### src/shared/gfiop_pkg.sv
// constants for the pin two function mux and the shared io port register
// assumes an 8-bit register port with one-cycle read latency
// Functional notes
// - pin two pull-up is on when its enable bit is set and the pin is a digital input.
// - pin two function comes from bits 4:0 of its config register.
// - codes 0,1,2 output the mcu clock, wake-up timer expiry and low battery.
// - code 3 is a direct digital input and code 10 a direct digital output.
// - codes 4,5,6 are external interrupt inputs on falling, rising, any edge.
// - code 7 routes the pin to the adc, code 14 outputs vref, 8 and 9 are test inputs.
// - code 15 outputs data clock, 16 takes modulation data, 20 outputs rx data.
// - code 17 takes a retransmission request from outside.
// - codes 18,21 give tx and rx state, 19,22 the fifo almost-full flags.
// - codes 23,24 drive the two antenna switch controls.
// - codes 25 to 28 give preamble, sync and channel flags, 29 high, others low.
// - bits 7:6 of the config register hold a readable drive strength.
// - bits 6,5,4 of the port register report interrupt status of pins 2,1,0.
// - with bit 3 set and chip select high, the irq goes to serial out.
// - a pin set as direct output drives the value of its direct io bit.
// - a pin set as direct input reads its level through its direct io bit.
package gfiop_pkg;
	localparam int         ADDR_W        = 8;
	localparam int         DATA_W        = 8;
	localparam logic [7:0] OFS_PIN_TWO   = 8'h0d;
	localparam logic [7:0] OFS_IO_PORT   = 8'h0e;
	localparam logic [7:0] RST_PIN_TWO   = 8'h00;
	localparam logic [7:0] RST_IO_PORT   = 8'h00;
	localparam int         DRV_HI        = 7;
	localparam int         DRV_LO        = 6;
	localparam int         PUP_BIT       = 5;
	localparam int         SEL_HI        = 4;
	localparam int         RSV_BIT       = 7;
	localparam int         STAT_HI       = 6;
	localparam int         STAT_LO       = 4;
	localparam int         ITSDO_BIT     = 3;
	localparam int         DIO_HI        = 2;
	localparam int         DIO_LO        = 0;
	localparam logic [4:0] FN_MCU_CLK    = 5'h00;
	localparam logic [4:0] FN_WAKE_TMR   = 5'h01;
	localparam logic [4:0] FN_LOW_BATT   = 5'h02;
	localparam logic [4:0] FN_DIN        = 5'h03;
	localparam logic [4:0] FN_IRQ_FALL   = 5'h04;
	localparam logic [4:0] FN_IRQ_RISE   = 5'h05;
	localparam logic [4:0] FN_IRQ_ANY    = 5'h06;
	localparam logic [4:0] FN_ADC_IN     = 5'h07;
	localparam logic [4:0] FN_TEST_IN_N  = 5'h08;
	localparam logic [4:0] FN_TEST_IN_P  = 5'h09;
	localparam logic [4:0] FN_DOUT       = 5'h0a;
	localparam logic [4:0] FN_VREF       = 5'h0e;
	localparam logic [4:0] FN_DATA_CLK   = 5'h0f;
	localparam logic [4:0] FN_TX_DATA    = 5'h10;
	localparam logic [4:0] FN_RETX_REQ   = 5'h11;
	localparam logic [4:0] FN_TX_STATE   = 5'h12;
	localparam logic [4:0] FN_TX_AFULL   = 5'h13;
	localparam logic [4:0] FN_RX_DATA    = 5'h14;
	localparam logic [4:0] FN_RX_STATE   = 5'h15;
	localparam logic [4:0] FN_RX_AFULL   = 5'h16;
	localparam logic [4:0] FN_ANT1       = 5'h17;
	localparam logic [4:0] FN_ANT2       = 5'h18;
	localparam logic [4:0] FN_PRE_VALID  = 5'h19;
	localparam logic [4:0] FN_PRE_INVAL  = 5'h1a;
	localparam logic [4:0] FN_SYNC       = 5'h1b;
	localparam logic [4:0] FN_CCA        = 5'h1c;
	localparam logic [4:0] FN_VDD        = 5'h1d;
	localparam logic [1:0] EDGE_FALL     = 2'h0;
	localparam logic [1:0] EDGE_RISE     = 2'h1;
	localparam logic [1:0] EDGE_ANY      = 2'h2;
endpackage : gfiop_pkg

### src/shared/gfiop_irq_if.sv
// carries one pin's interrupt setup and status between port and detector
// assumes all signals live on clk_sys
`timescale 1ns/1ps
interface gfiop_irq_if;
	logic [1:0] edge_mode;
	logic       enable;
	logic       level;
	logic       clear;
	logic       status;
	modport det (input edge_mode, input enable, input level,
		input clear, output status);
	modport ctl (output edge_mode, output enable, output level,
		output clear, input status);
endinterface : gfiop_irq_if

### src/logic/gfiop_ext_irq.sv
// sticky edge detector for one external interrupt pin
// assumes the pin level is already synchronous to clk_sys
`timescale 1ns/1ps
module gfiop_ext_irq (
	input wire logic     clk_sys,
	input wire logic     arst_n,
	gfiop_irq_if.det     irq
);
	logic prev_ff;
	logic primed_ff;
	logic status_ff;
	wire  rise_w = irq.level & ~prev_ff;
	wire  fall_w = ~irq.level & prev_ff;
	wire  hit_w  = irq.enable & primed_ff &
		((irq.edge_mode == gfiop_pkg::EDGE_RISE) ? rise_w :
		 (irq.edge_mode == gfiop_pkg::EDGE_FALL) ? fall_w :
		 (rise_w | fall_w));
	// first cycle after reset only loads the level, so no false edge
	always_ff @(posedge clk_sys or negedge arst_n)
	begin
		if (!arst_n)
		begin
			prev_ff   <= 1'b0;
			primed_ff <= 1'b0;
			status_ff <= 1'b0;
		end
		else
		begin
			prev_ff   <= irq.level;
			primed_ff <= 1'b1;
			// set beats a same-cycle clear
			status_ff <= hit_w | (status_ff & ~irq.clear);
		end
	end
	assign irq.status = status_ff;
endmodule : gfiop_ext_irq

### src/logic/gfiop_port.sv
// pin two function mux, drive and pull-up setup, and the shared io port
// register; pins zero and one are set up elsewhere, only their select
// codes and levels come in here; all inputs synchronous to clk_sys
`timescale 1ns/1ps
module gfiop_port (
	input  wire logic       clk_sys,
	input  wire logic       arst_n,
	input  wire logic [7:0] reg_addr,
	input  wire logic [7:0] reg_wdata,
	input  wire logic       reg_wr,
	input  wire logic       reg_rd,
	output logic      [7:0] reg_rdata,
	input  wire logic [4:0] pin_zero_function_select,
	input  wire logic [4:0] pin_one_function_select,
	input  wire logic       pin_zero_level,
	input  wire logic       pin_one_level,
	output logic            direct_io_pin_zero,
	output logic            direct_io_pin_one,
	input  wire logic       pin_two_i,
	output logic            pin_two_o,
	output logic            pin_two_oe,
	output logic            pin_two_pullup_enable,
	output logic      [1:0] pin_two_drive_strength,
	output logic            pin_two_adc_route,
	output logic            pin_two_vref_out,
	output logic            tx_mod_data,
	output logic            retx_request,
	input  wire logic       mcu_clk,
	input  wire logic       wake_up_timer,
	input  wire logic       low_battery,
	input  wire logic       data_clk,
	input  wire logic       rx_data,
	input  wire logic       tx_state,
	input  wire logic       rx_state,
	input  wire logic       tx_fifo_afull,
	input  wire logic       rx_fifo_afull,
	input  wire logic       antenna_one,
	input  wire logic       antenna_two,
	input  wire logic       preamble_valid,
	input  wire logic       preamble_invalid,
	input  wire logic       sync_detected,
	input  wire logic       clear_channel,
	input  wire logic       interrupt_request_n,
	input  wire logic       chip_select_n,
	input  wire logic       spi_data_out,
	output logic            serial_data_out
);
	logic [7:0] pin_two_config_ff;
	logic [7:0] io_port_config_ff;
	logic [7:0] rdata_ff;
	logic       pin_o_ff;
	logic       pin_oe_ff;
	logic       pup_ff;
	logic       adc_ff;
	logic       vref_ff;
	logic       txd_ff;
	logic       retx_ff;
	logic       nxt_pin_o;
	logic       nxt_pin_oe;
	logic [7:0] nxt_rdata;

	gfiop_irq_if irq_if [3] ();

	// register decode
	wire        wr_two_w  = reg_wr & (reg_addr == gfiop_pkg::OFS_PIN_TWO);
	wire        wr_port_w = reg_wr & (reg_addr == gfiop_pkg::OFS_IO_PORT);
	wire        rd_two_w  = reg_rd & (reg_addr == gfiop_pkg::OFS_PIN_TWO);
	wire        rd_port_w = reg_rd & (reg_addr == gfiop_pkg::OFS_IO_PORT);

	wire [4:0]  sel_w = pin_two_config_ff[gfiop_pkg::SEL_HI:0];
	wire [4:0]  sel_pin [3];
	wire [2:0]  lvl_pin;
	assign sel_pin[0] = pin_zero_function_select;
	assign sel_pin[1] = pin_one_function_select;
	assign sel_pin[2] = sel_w;
	assign lvl_pin    = {pin_two_i, pin_one_level, pin_zero_level};

	// digital input kinds that take the pull-up
	wire        dig_in_w = (sel_w == gfiop_pkg::FN_DIN) ||
		(sel_w == gfiop_pkg::FN_IRQ_FALL) ||
		(sel_w == gfiop_pkg::FN_IRQ_RISE) ||
		(sel_w == gfiop_pkg::FN_IRQ_ANY) ||
		(sel_w == gfiop_pkg::FN_TX_DATA) ||
		(sel_w == gfiop_pkg::FN_RETX_REQ);
	wire        analog_w = (sel_w == gfiop_pkg::FN_ADC_IN) ||
		(sel_w == gfiop_pkg::FN_TEST_IN_N) ||
		(sel_w == gfiop_pkg::FN_TEST_IN_P) ||
		(sel_w == gfiop_pkg::FN_VREF);
	wire        nxt_pup = pin_two_config_ff[gfiop_pkg::PUP_BIT] &
		dig_in_w;

	// per-pin direct input and interrupt setup
	wire [2:0]  din_w;
	wire [2:0]  stat_w;
	genvar g;
	generate
		for (g = 0; g < 3; g++)
		begin : g_pin
			assign din_w[g] = (sel_pin[g] == gfiop_pkg::FN_DIN);
			assign irq_if[g].enable =
				(sel_pin[g] == gfiop_pkg::FN_IRQ_FALL) ||
				(sel_pin[g] == gfiop_pkg::FN_IRQ_RISE) ||
				(sel_pin[g] == gfiop_pkg::FN_IRQ_ANY);
			assign irq_if[g].edge_mode =
				(sel_pin[g] == gfiop_pkg::FN_IRQ_FALL) ?
				gfiop_pkg::EDGE_FALL :
				(sel_pin[g] == gfiop_pkg::FN_IRQ_RISE) ?
				gfiop_pkg::EDGE_RISE : gfiop_pkg::EDGE_ANY;
			assign irq_if[g].level = lvl_pin[g];
			// reading the port register acknowledges the status
			assign irq_if[g].clear = rd_port_w;
			assign stat_w[g] = irq_if[g].status;
			gfiop_ext_irq u_irq (
				.clk_sys (clk_sys),
				.arst_n  (arst_n),
				.irq     (irq_if[g])
			);
		end
	endgenerate

	// direct io bits read the pin when it is a direct input
	wire [2:0]  dio_rd_w = (lvl_pin & din_w) |
		(io_port_config_ff[gfiop_pkg::DIO_HI:gfiop_pkg::DIO_LO] &
		 ~din_w);
	wire [7:0]  port_rd_w = {1'b0, stat_w,
		io_port_config_ff[gfiop_pkg::ITSDO_BIT], dio_rd_w};

	assign nxt_rdata = rd_two_w ? pin_two_config_ff :
		rd_port_w ? port_rd_w : 8'h00;

	// pin two output mux
	always_comb
	begin
		nxt_pin_oe = ~(dig_in_w | analog_w);
		nxt_pin_o  = 1'b0;
		case (sel_w)
			gfiop_pkg::FN_MCU_CLK:   nxt_pin_o = mcu_clk;
			gfiop_pkg::FN_WAKE_TMR:  nxt_pin_o = wake_up_timer;
			gfiop_pkg::FN_LOW_BATT:  nxt_pin_o = low_battery;
			gfiop_pkg::FN_DOUT:      nxt_pin_o =
				io_port_config_ff[gfiop_pkg::DIO_HI];
			gfiop_pkg::FN_DATA_CLK:  nxt_pin_o = data_clk;
			gfiop_pkg::FN_RX_DATA:   nxt_pin_o = rx_data;
			gfiop_pkg::FN_TX_STATE:  nxt_pin_o = tx_state;
			gfiop_pkg::FN_RX_STATE:  nxt_pin_o = rx_state;
			gfiop_pkg::FN_TX_AFULL:  nxt_pin_o = tx_fifo_afull;
			gfiop_pkg::FN_RX_AFULL:  nxt_pin_o = rx_fifo_afull;
			gfiop_pkg::FN_ANT1:      nxt_pin_o = antenna_one;
			gfiop_pkg::FN_ANT2:      nxt_pin_o = antenna_two;
			gfiop_pkg::FN_PRE_VALID: nxt_pin_o = preamble_valid;
			gfiop_pkg::FN_PRE_INVAL: nxt_pin_o = preamble_invalid;
			gfiop_pkg::FN_SYNC:      nxt_pin_o = sync_detected;
			gfiop_pkg::FN_CCA:       nxt_pin_o = clear_channel;
			gfiop_pkg::FN_VDD:       nxt_pin_o = 1'b1;
			default:                 nxt_pin_o = 1'b0;
		endcase
	end

	always_ff @(posedge clk_sys or negedge arst_n)
	begin
		if (!arst_n)
			pin_two_config_ff <= gfiop_pkg::RST_PIN_TWO;
		else if (wr_two_w)
			pin_two_config_ff <= reg_wdata;
	end

	// status and reserved bits are not stored
	always_ff @(posedge clk_sys or negedge arst_n)
	begin
		if (!arst_n)
			io_port_config_ff <= gfiop_pkg::RST_IO_PORT;
		else if (wr_port_w)
			io_port_config_ff <= reg_wdata & 8'h0f;
	end

	always_ff @(posedge clk_sys or negedge arst_n)
	begin
		if (!arst_n)
			rdata_ff <= 8'h00;
		else
			rdata_ff <= nxt_rdata;
	end

	// pin two o, oe, pull-up, adc, vref and the tx, retx outputs are registered: one clk_sys of latency behind the sources
	always_ff @(posedge clk_sys or negedge arst_n)
	begin
		if (!arst_n)
		begin
			pin_o_ff  <= 1'b0;
			pin_oe_ff <= 1'b0;
			pup_ff    <= 1'b0;
			adc_ff    <= 1'b0;
			vref_ff   <= 1'b0;
			txd_ff    <= 1'b0;
			retx_ff   <= 1'b0;
		end
		else
		begin
			pin_o_ff  <= nxt_pin_o;
			pin_oe_ff <= nxt_pin_oe;
			pup_ff    <= nxt_pup;
			adc_ff    <= (sel_w == gfiop_pkg::FN_ADC_IN);
			vref_ff   <= (sel_w == gfiop_pkg::FN_VREF);
			txd_ff    <= (sel_w == gfiop_pkg::FN_TX_DATA) &
				pin_two_i;
			retx_ff   <= (sel_w == gfiop_pkg::FN_RETX_REQ) &
				pin_two_i;
		end
	end

	assign reg_rdata              = rdata_ff;
	assign pin_two_o              = pin_o_ff;
	assign pin_two_oe             = pin_oe_ff;
	assign pin_two_pullup_enable  = pup_ff;
	assign pin_two_drive_strength =
		pin_two_config_ff[gfiop_pkg::DRV_HI:gfiop_pkg::DRV_LO];
	assign pin_two_adc_route      = adc_ff;
	assign pin_two_vref_out       = vref_ff;
	assign tx_mod_data            = txd_ff;
	assign retx_request           = retx_ff;
	assign direct_io_pin_zero     = io_port_config_ff[0];
	assign direct_io_pin_one      = io_port_config_ff[1];
	// kept combinational: serial out must follow the spi shift timing
	assign serial_data_out =
		(io_port_config_ff[gfiop_pkg::ITSDO_BIT] & chip_select_n) ?
		interrupt_request_n : spi_data_out;
endmodule : gfiop_port

### config.mk
export PLATFORM = sky130hd
export DESIGN_NAME = gfiop_port
export DESIGN_NICKNAME = d
export VERILOG_FILES = /design/src/shared/gfiop_pkg.sv /design/src/shared/gfiop_irq_if.sv /design/src/logic/gfiop_ext_irq.sv /design/src/logic/gfiop_port.sv
export SDC_FILE = /design/constraint.sdc
export NUM_CORES = 1
export LEC_CHECK = 0
export BUFFER_PORTS_ARGS = -buffer_cell sky130_fd_sc_hd__buf_4
export CORE_ASPECT_RATIO = 1.2
export CORE_MARGIN = 5
export CORE_UTILIZATION = 43
export DETAILED_ROUTE_END_ITERATION = 10
export PLACE_DENSITY = 0.82
export RECOVER_POWER = 100
export SLEW_MARGIN = 20
export SYNTH_ARGS = -nofsm -noshare
export SYNTH_HDL_FRONTEND = slang
export SYNTH_SLANG_ARGS = --single-unit
export TNS_END_PERCENT = 30
### constraint.sdc
create_clock -name clk_sys -period 1.4 [get_ports clk_sys]
set_clock_uncertainty 0.1 [all_clocks]
set_input_delay 0.07 -clock clk_sys [delete_from_list [all_inputs] [get_ports clk_sys]]
set_output_delay 0.07 -clock clk_sys [all_outputs]
set_load 0.1 [all_outputs]
==> results.yml <==
run_status:
  run_status: "finished with violations"
  failing_checks: "negative setup slack"
global_route:
  antenna_found_initial: 0
  grt_pass1_vias: 1638
  globalRoute.totalOverflow: 0
  grt_pass1_wl_mm: 7.25
  globalRouteTotalUtil: 0.178
  maximum_number_of_pins_on_one_net_before_global_route_repair: 35
timing:
  finalWorstPathRequiredPeriod_ns: 1.55
  finalHoldWorstSlack_ns: 0.0368
  slew_viol_final: 0
  setup_tns_ns: -0.293
  hold_viol_final: 0
  layout_worst_path_cycle_share: 1.10
  timing.max_slew.rel_slack: 0.442
  fin_ws_ns: -0.146
  grt_setup_unrepaired: "yes"
  max_freq_mhz: 647
  tightest_slew_ns: 0.836
  setup_viol_count_final: 5
route:
  drtIter0Drc: 75
  routed_via_density: 5.17
  final_antenna_net_count: 0
  detail_route.first_pass.iterations: 4
  drc_errors: 0
  routed_wire_length_per_instance_um: 14.7
  totalWireLength_mm: 4.60
  dr_vias: 1612
synth:
  syn_nets: 219
  yosys_register_bits: 34
  synth_unique_cells: 38
  ys.warnings.count: 0
  synth_seq_area_share: 0.483
  syn_inst: 162
  syn-cell-area_mm2: 0.00176
  avg_synthesized_cell_area_um2: 10.9
floorplan:
  ios: 71
  initial_utilization: 0.447
  core_mm2: 0.00394
  die_extent_in_y_um: 80.1
  total_die_area_mm2: 0.00549
  floorplan.rows: 25
  die_width_um: 68.5
clocking:
  cts.sinks: 34
  cts.reportedPaths.clkPinSlew_ns: 0.06
  cts_inserted_buffers: 5
  clockBufferDepth: 2
  clock-root-buffer: "sky130_fd_sc_hd__clkbuf_8"
  clock_insertion_delay_worst_skew_ns: 0.28
  clock_h_tree_levels: 2
  clock_tree_from_tritoncts: "built"
setup_path:
  crit_required_ns: 1.45
  crit_end_element: "flop"
  worst-path-max-fanout: 4
  path_class: "flop to flop"
  critPathArrivalTime_ns: 1.60
  worst_setup_path_start_kind: "flop"
layout:
  antenna_cells: 0
  final_common_cell: "sky130_fd_sc_hd__buf_4"
  layout-area-overhead-vs-synth_pct: 47.8
  final_cell_mix: "sky130_fd_sc_hd__buf_4, sky130_fd_sc_hd__dfrtp_1, sky130_fd_sc_hd__clkbuf_2"
  fin_nets: 314
  fin_area_mm2: 0.00261
  post_route_cells_drive_above_1_share: 0.438
worst_hold_path:
  min-delay-path-class: "input pin to flop"
power_and_ir_drop:
  max-vdd-ir-drop_uv: 587
  power.density_cell_area_mw_per_mm2: 885
  total_power_uw: 2310
  power.static_leakage_uw: 0.00129
job:
  cap_violations: 0
placement:
  place_hpwl_mm: 3.43
  io_buffers: 70
  dpl-instance-area_mm2: 0.00241
  gp_congestion: 0.858
[worst paths after layout]
check	slack, ns	end	depth (start not counted)	start
setup / recovery	-0.15	pin_two_o$_DFF_PN0_	5	pin_two_config_ff[2]$_DFFE_PN0P_
hold / removal	0.04	g_pin[1].u_irq.irq.status$_DFF_PN0_	3	pin_one_function_select[3]
setup reg to reg	-0.15	pin_two_o$_DFF_PN0_	5	pin_two_config_ff[2]$_DFFE_PN0P_
hold reg to reg	0.41	reg_rdata[7]$_DFF_PN0_	1	pin_two_config_ff[7]$_DFFE_PN0P_
max in group asynchronous	0.30	pin_two_config_ff[2]$_DFFE_PN0P_	2	arst_n
min in group asynchronous	0.32	pin_two_vref_out$_DFF_PN0_	2	arst_n
[sequential cells by signal, summed over array words and instances (netlist names)]
| name | flops |
|---|---|
| pin_two_config_ff | 8 |
| reg_rdata | 8 |
| io_port_config_ff | 4 |
| g_pin.u_irq.irq.status | 3 |
| g_pin.u_irq.prev_ff | 3 |
| g_pin.u_irq.primed_ff | 1 |
| pin_two_adc_route | 1 |
| pin_two_o | 1 |
| pin_two_oe | 1 |
| pin_two_pullup_enable | 1 |
| pin_two_vref_out | 1 |
| retx_request | 1 |
| tx_mod_data | 1 |
[critical path, cell delays in order, from the launching register on]
cell                        delay, ns
sky130_fd_sc_hd__dfrtp_2         0.40
sky130_fd_sc_hd__buf_2           0.15
sky130_fd_sc_hd__nand4bb_1       0.15
sky130_fd_sc_hd__a31oi_1         0.12
sky130_fd_sc_hd__a2111oi_2       0.40
sky130_fd_sc_hd__o22ai_1         0.10
[cells by family (layout without fill, tap and decap cells)]
kind of cell / after synthesis / after routing / share of synthesized area
and+or+nand+nor: 48 / 48 / 0.168
buffers and inverters: 21 / 117 / 0.0525
DFF: 34 / 34 / 0.483
adders and majority gates: 6 / 6 / 0.0426
AOI/OAI and AO/OA: 30 / 30 / 0.119
other: 1 / 1 / 0.00213
xor gates and xnor gates: 1 / 1 / 0.00497
muxes: 21 / 21 / 0.129
[timing repair]
item,4_1_cts,5_1_grt
hold buffers,12,0
setup endpoints to repair,5,6
pin swaps,4,1
hold endpoints to repair,50,0
setup buffers,3,0
cloned,0,0
resized for setup,8,2
[report_power, final]
part           internal (µW)  leakage [µW]  switching [µW]
Clock                    396     0.0000482             336
Sequential              1040      0.000448            38.6
Combinational            227      0.000798             273
Total                   1660       0.00129             648
[cell type report]
cell class	instances	area [µm²]
clock inverters	1	5.00
repair buffers	100	723
flip-flops and latches	34	853
well taps	54	67.6
multi-input cells	107	837
inverters	9	33.8
clock buffers	7	86.3
fillers	364	1340
[layer usage]
layer	vias to the layer above	GRT usage	part of all wire
li1	776	-	-
met3	9	0.0517	0.063
met1	769	0.191	0.37
met4	0	0.0596	0.020
met5	-	0	0
met2	58	0.321	0.54
[metrics by stage]
stage / util / setup slack [ns] / std cells
detailed placement: 0.611 / -0.284 / 289
CTS: 0.676 / -0.142 / 312
global placement: 0.611 / -0.156 / 289
floorplan: - / -0.0249 / 162
finish: 0.661 / -0.146 / 312
global route: 0.661 / -0.170 / 312
[Yosys cell counts, drive strengths merged]
cell | number | area (µm²)
xnor2 | 1 | 8.76
and4b | 1 | 10.0
nand3 | 6 | 30.0
nand2 | 10 | 37.5
and3 | 2 | 13.8
o221ai | 1 | 8.76
dfrtp | 34 | 851
nor2 | 3 | 11.3
o211ai | 1 | 7.51
and3b | 1 | 8.76
and2 | 1 | 6.26
buf | 7 | 40.0
nand4b | 2 | 32.5
conb | 1 | 3.75
clkbuf | 5 | 18.8
a31oi | 1 | 6.26
nor4b | 3 | 26.3
a2111oi | 1 | 8.76
o21ai | 8 | 40.0
nand4bb | 1 | 11.3
o31ai | 1 | 7.51
nor4 | 4 | 25.0
nor3 | 7 | 35.0
mux2 | 14 | 158
nand2b | 3 | 18.8
a311oi | 1 | 8.76
a22o | 7 | 61.3
o2bb2ai | 3 | 26.3
ha | 6 | 75.1
mux2i | 7 | 70.1
nand3b | 3 | 22.5
inv | 9 | 33.8
o22ai | 3 | 18.8
nor2b | 1 | 6.26
a21oi | 3 | 15.0
(Power assumes the default switching activity.)
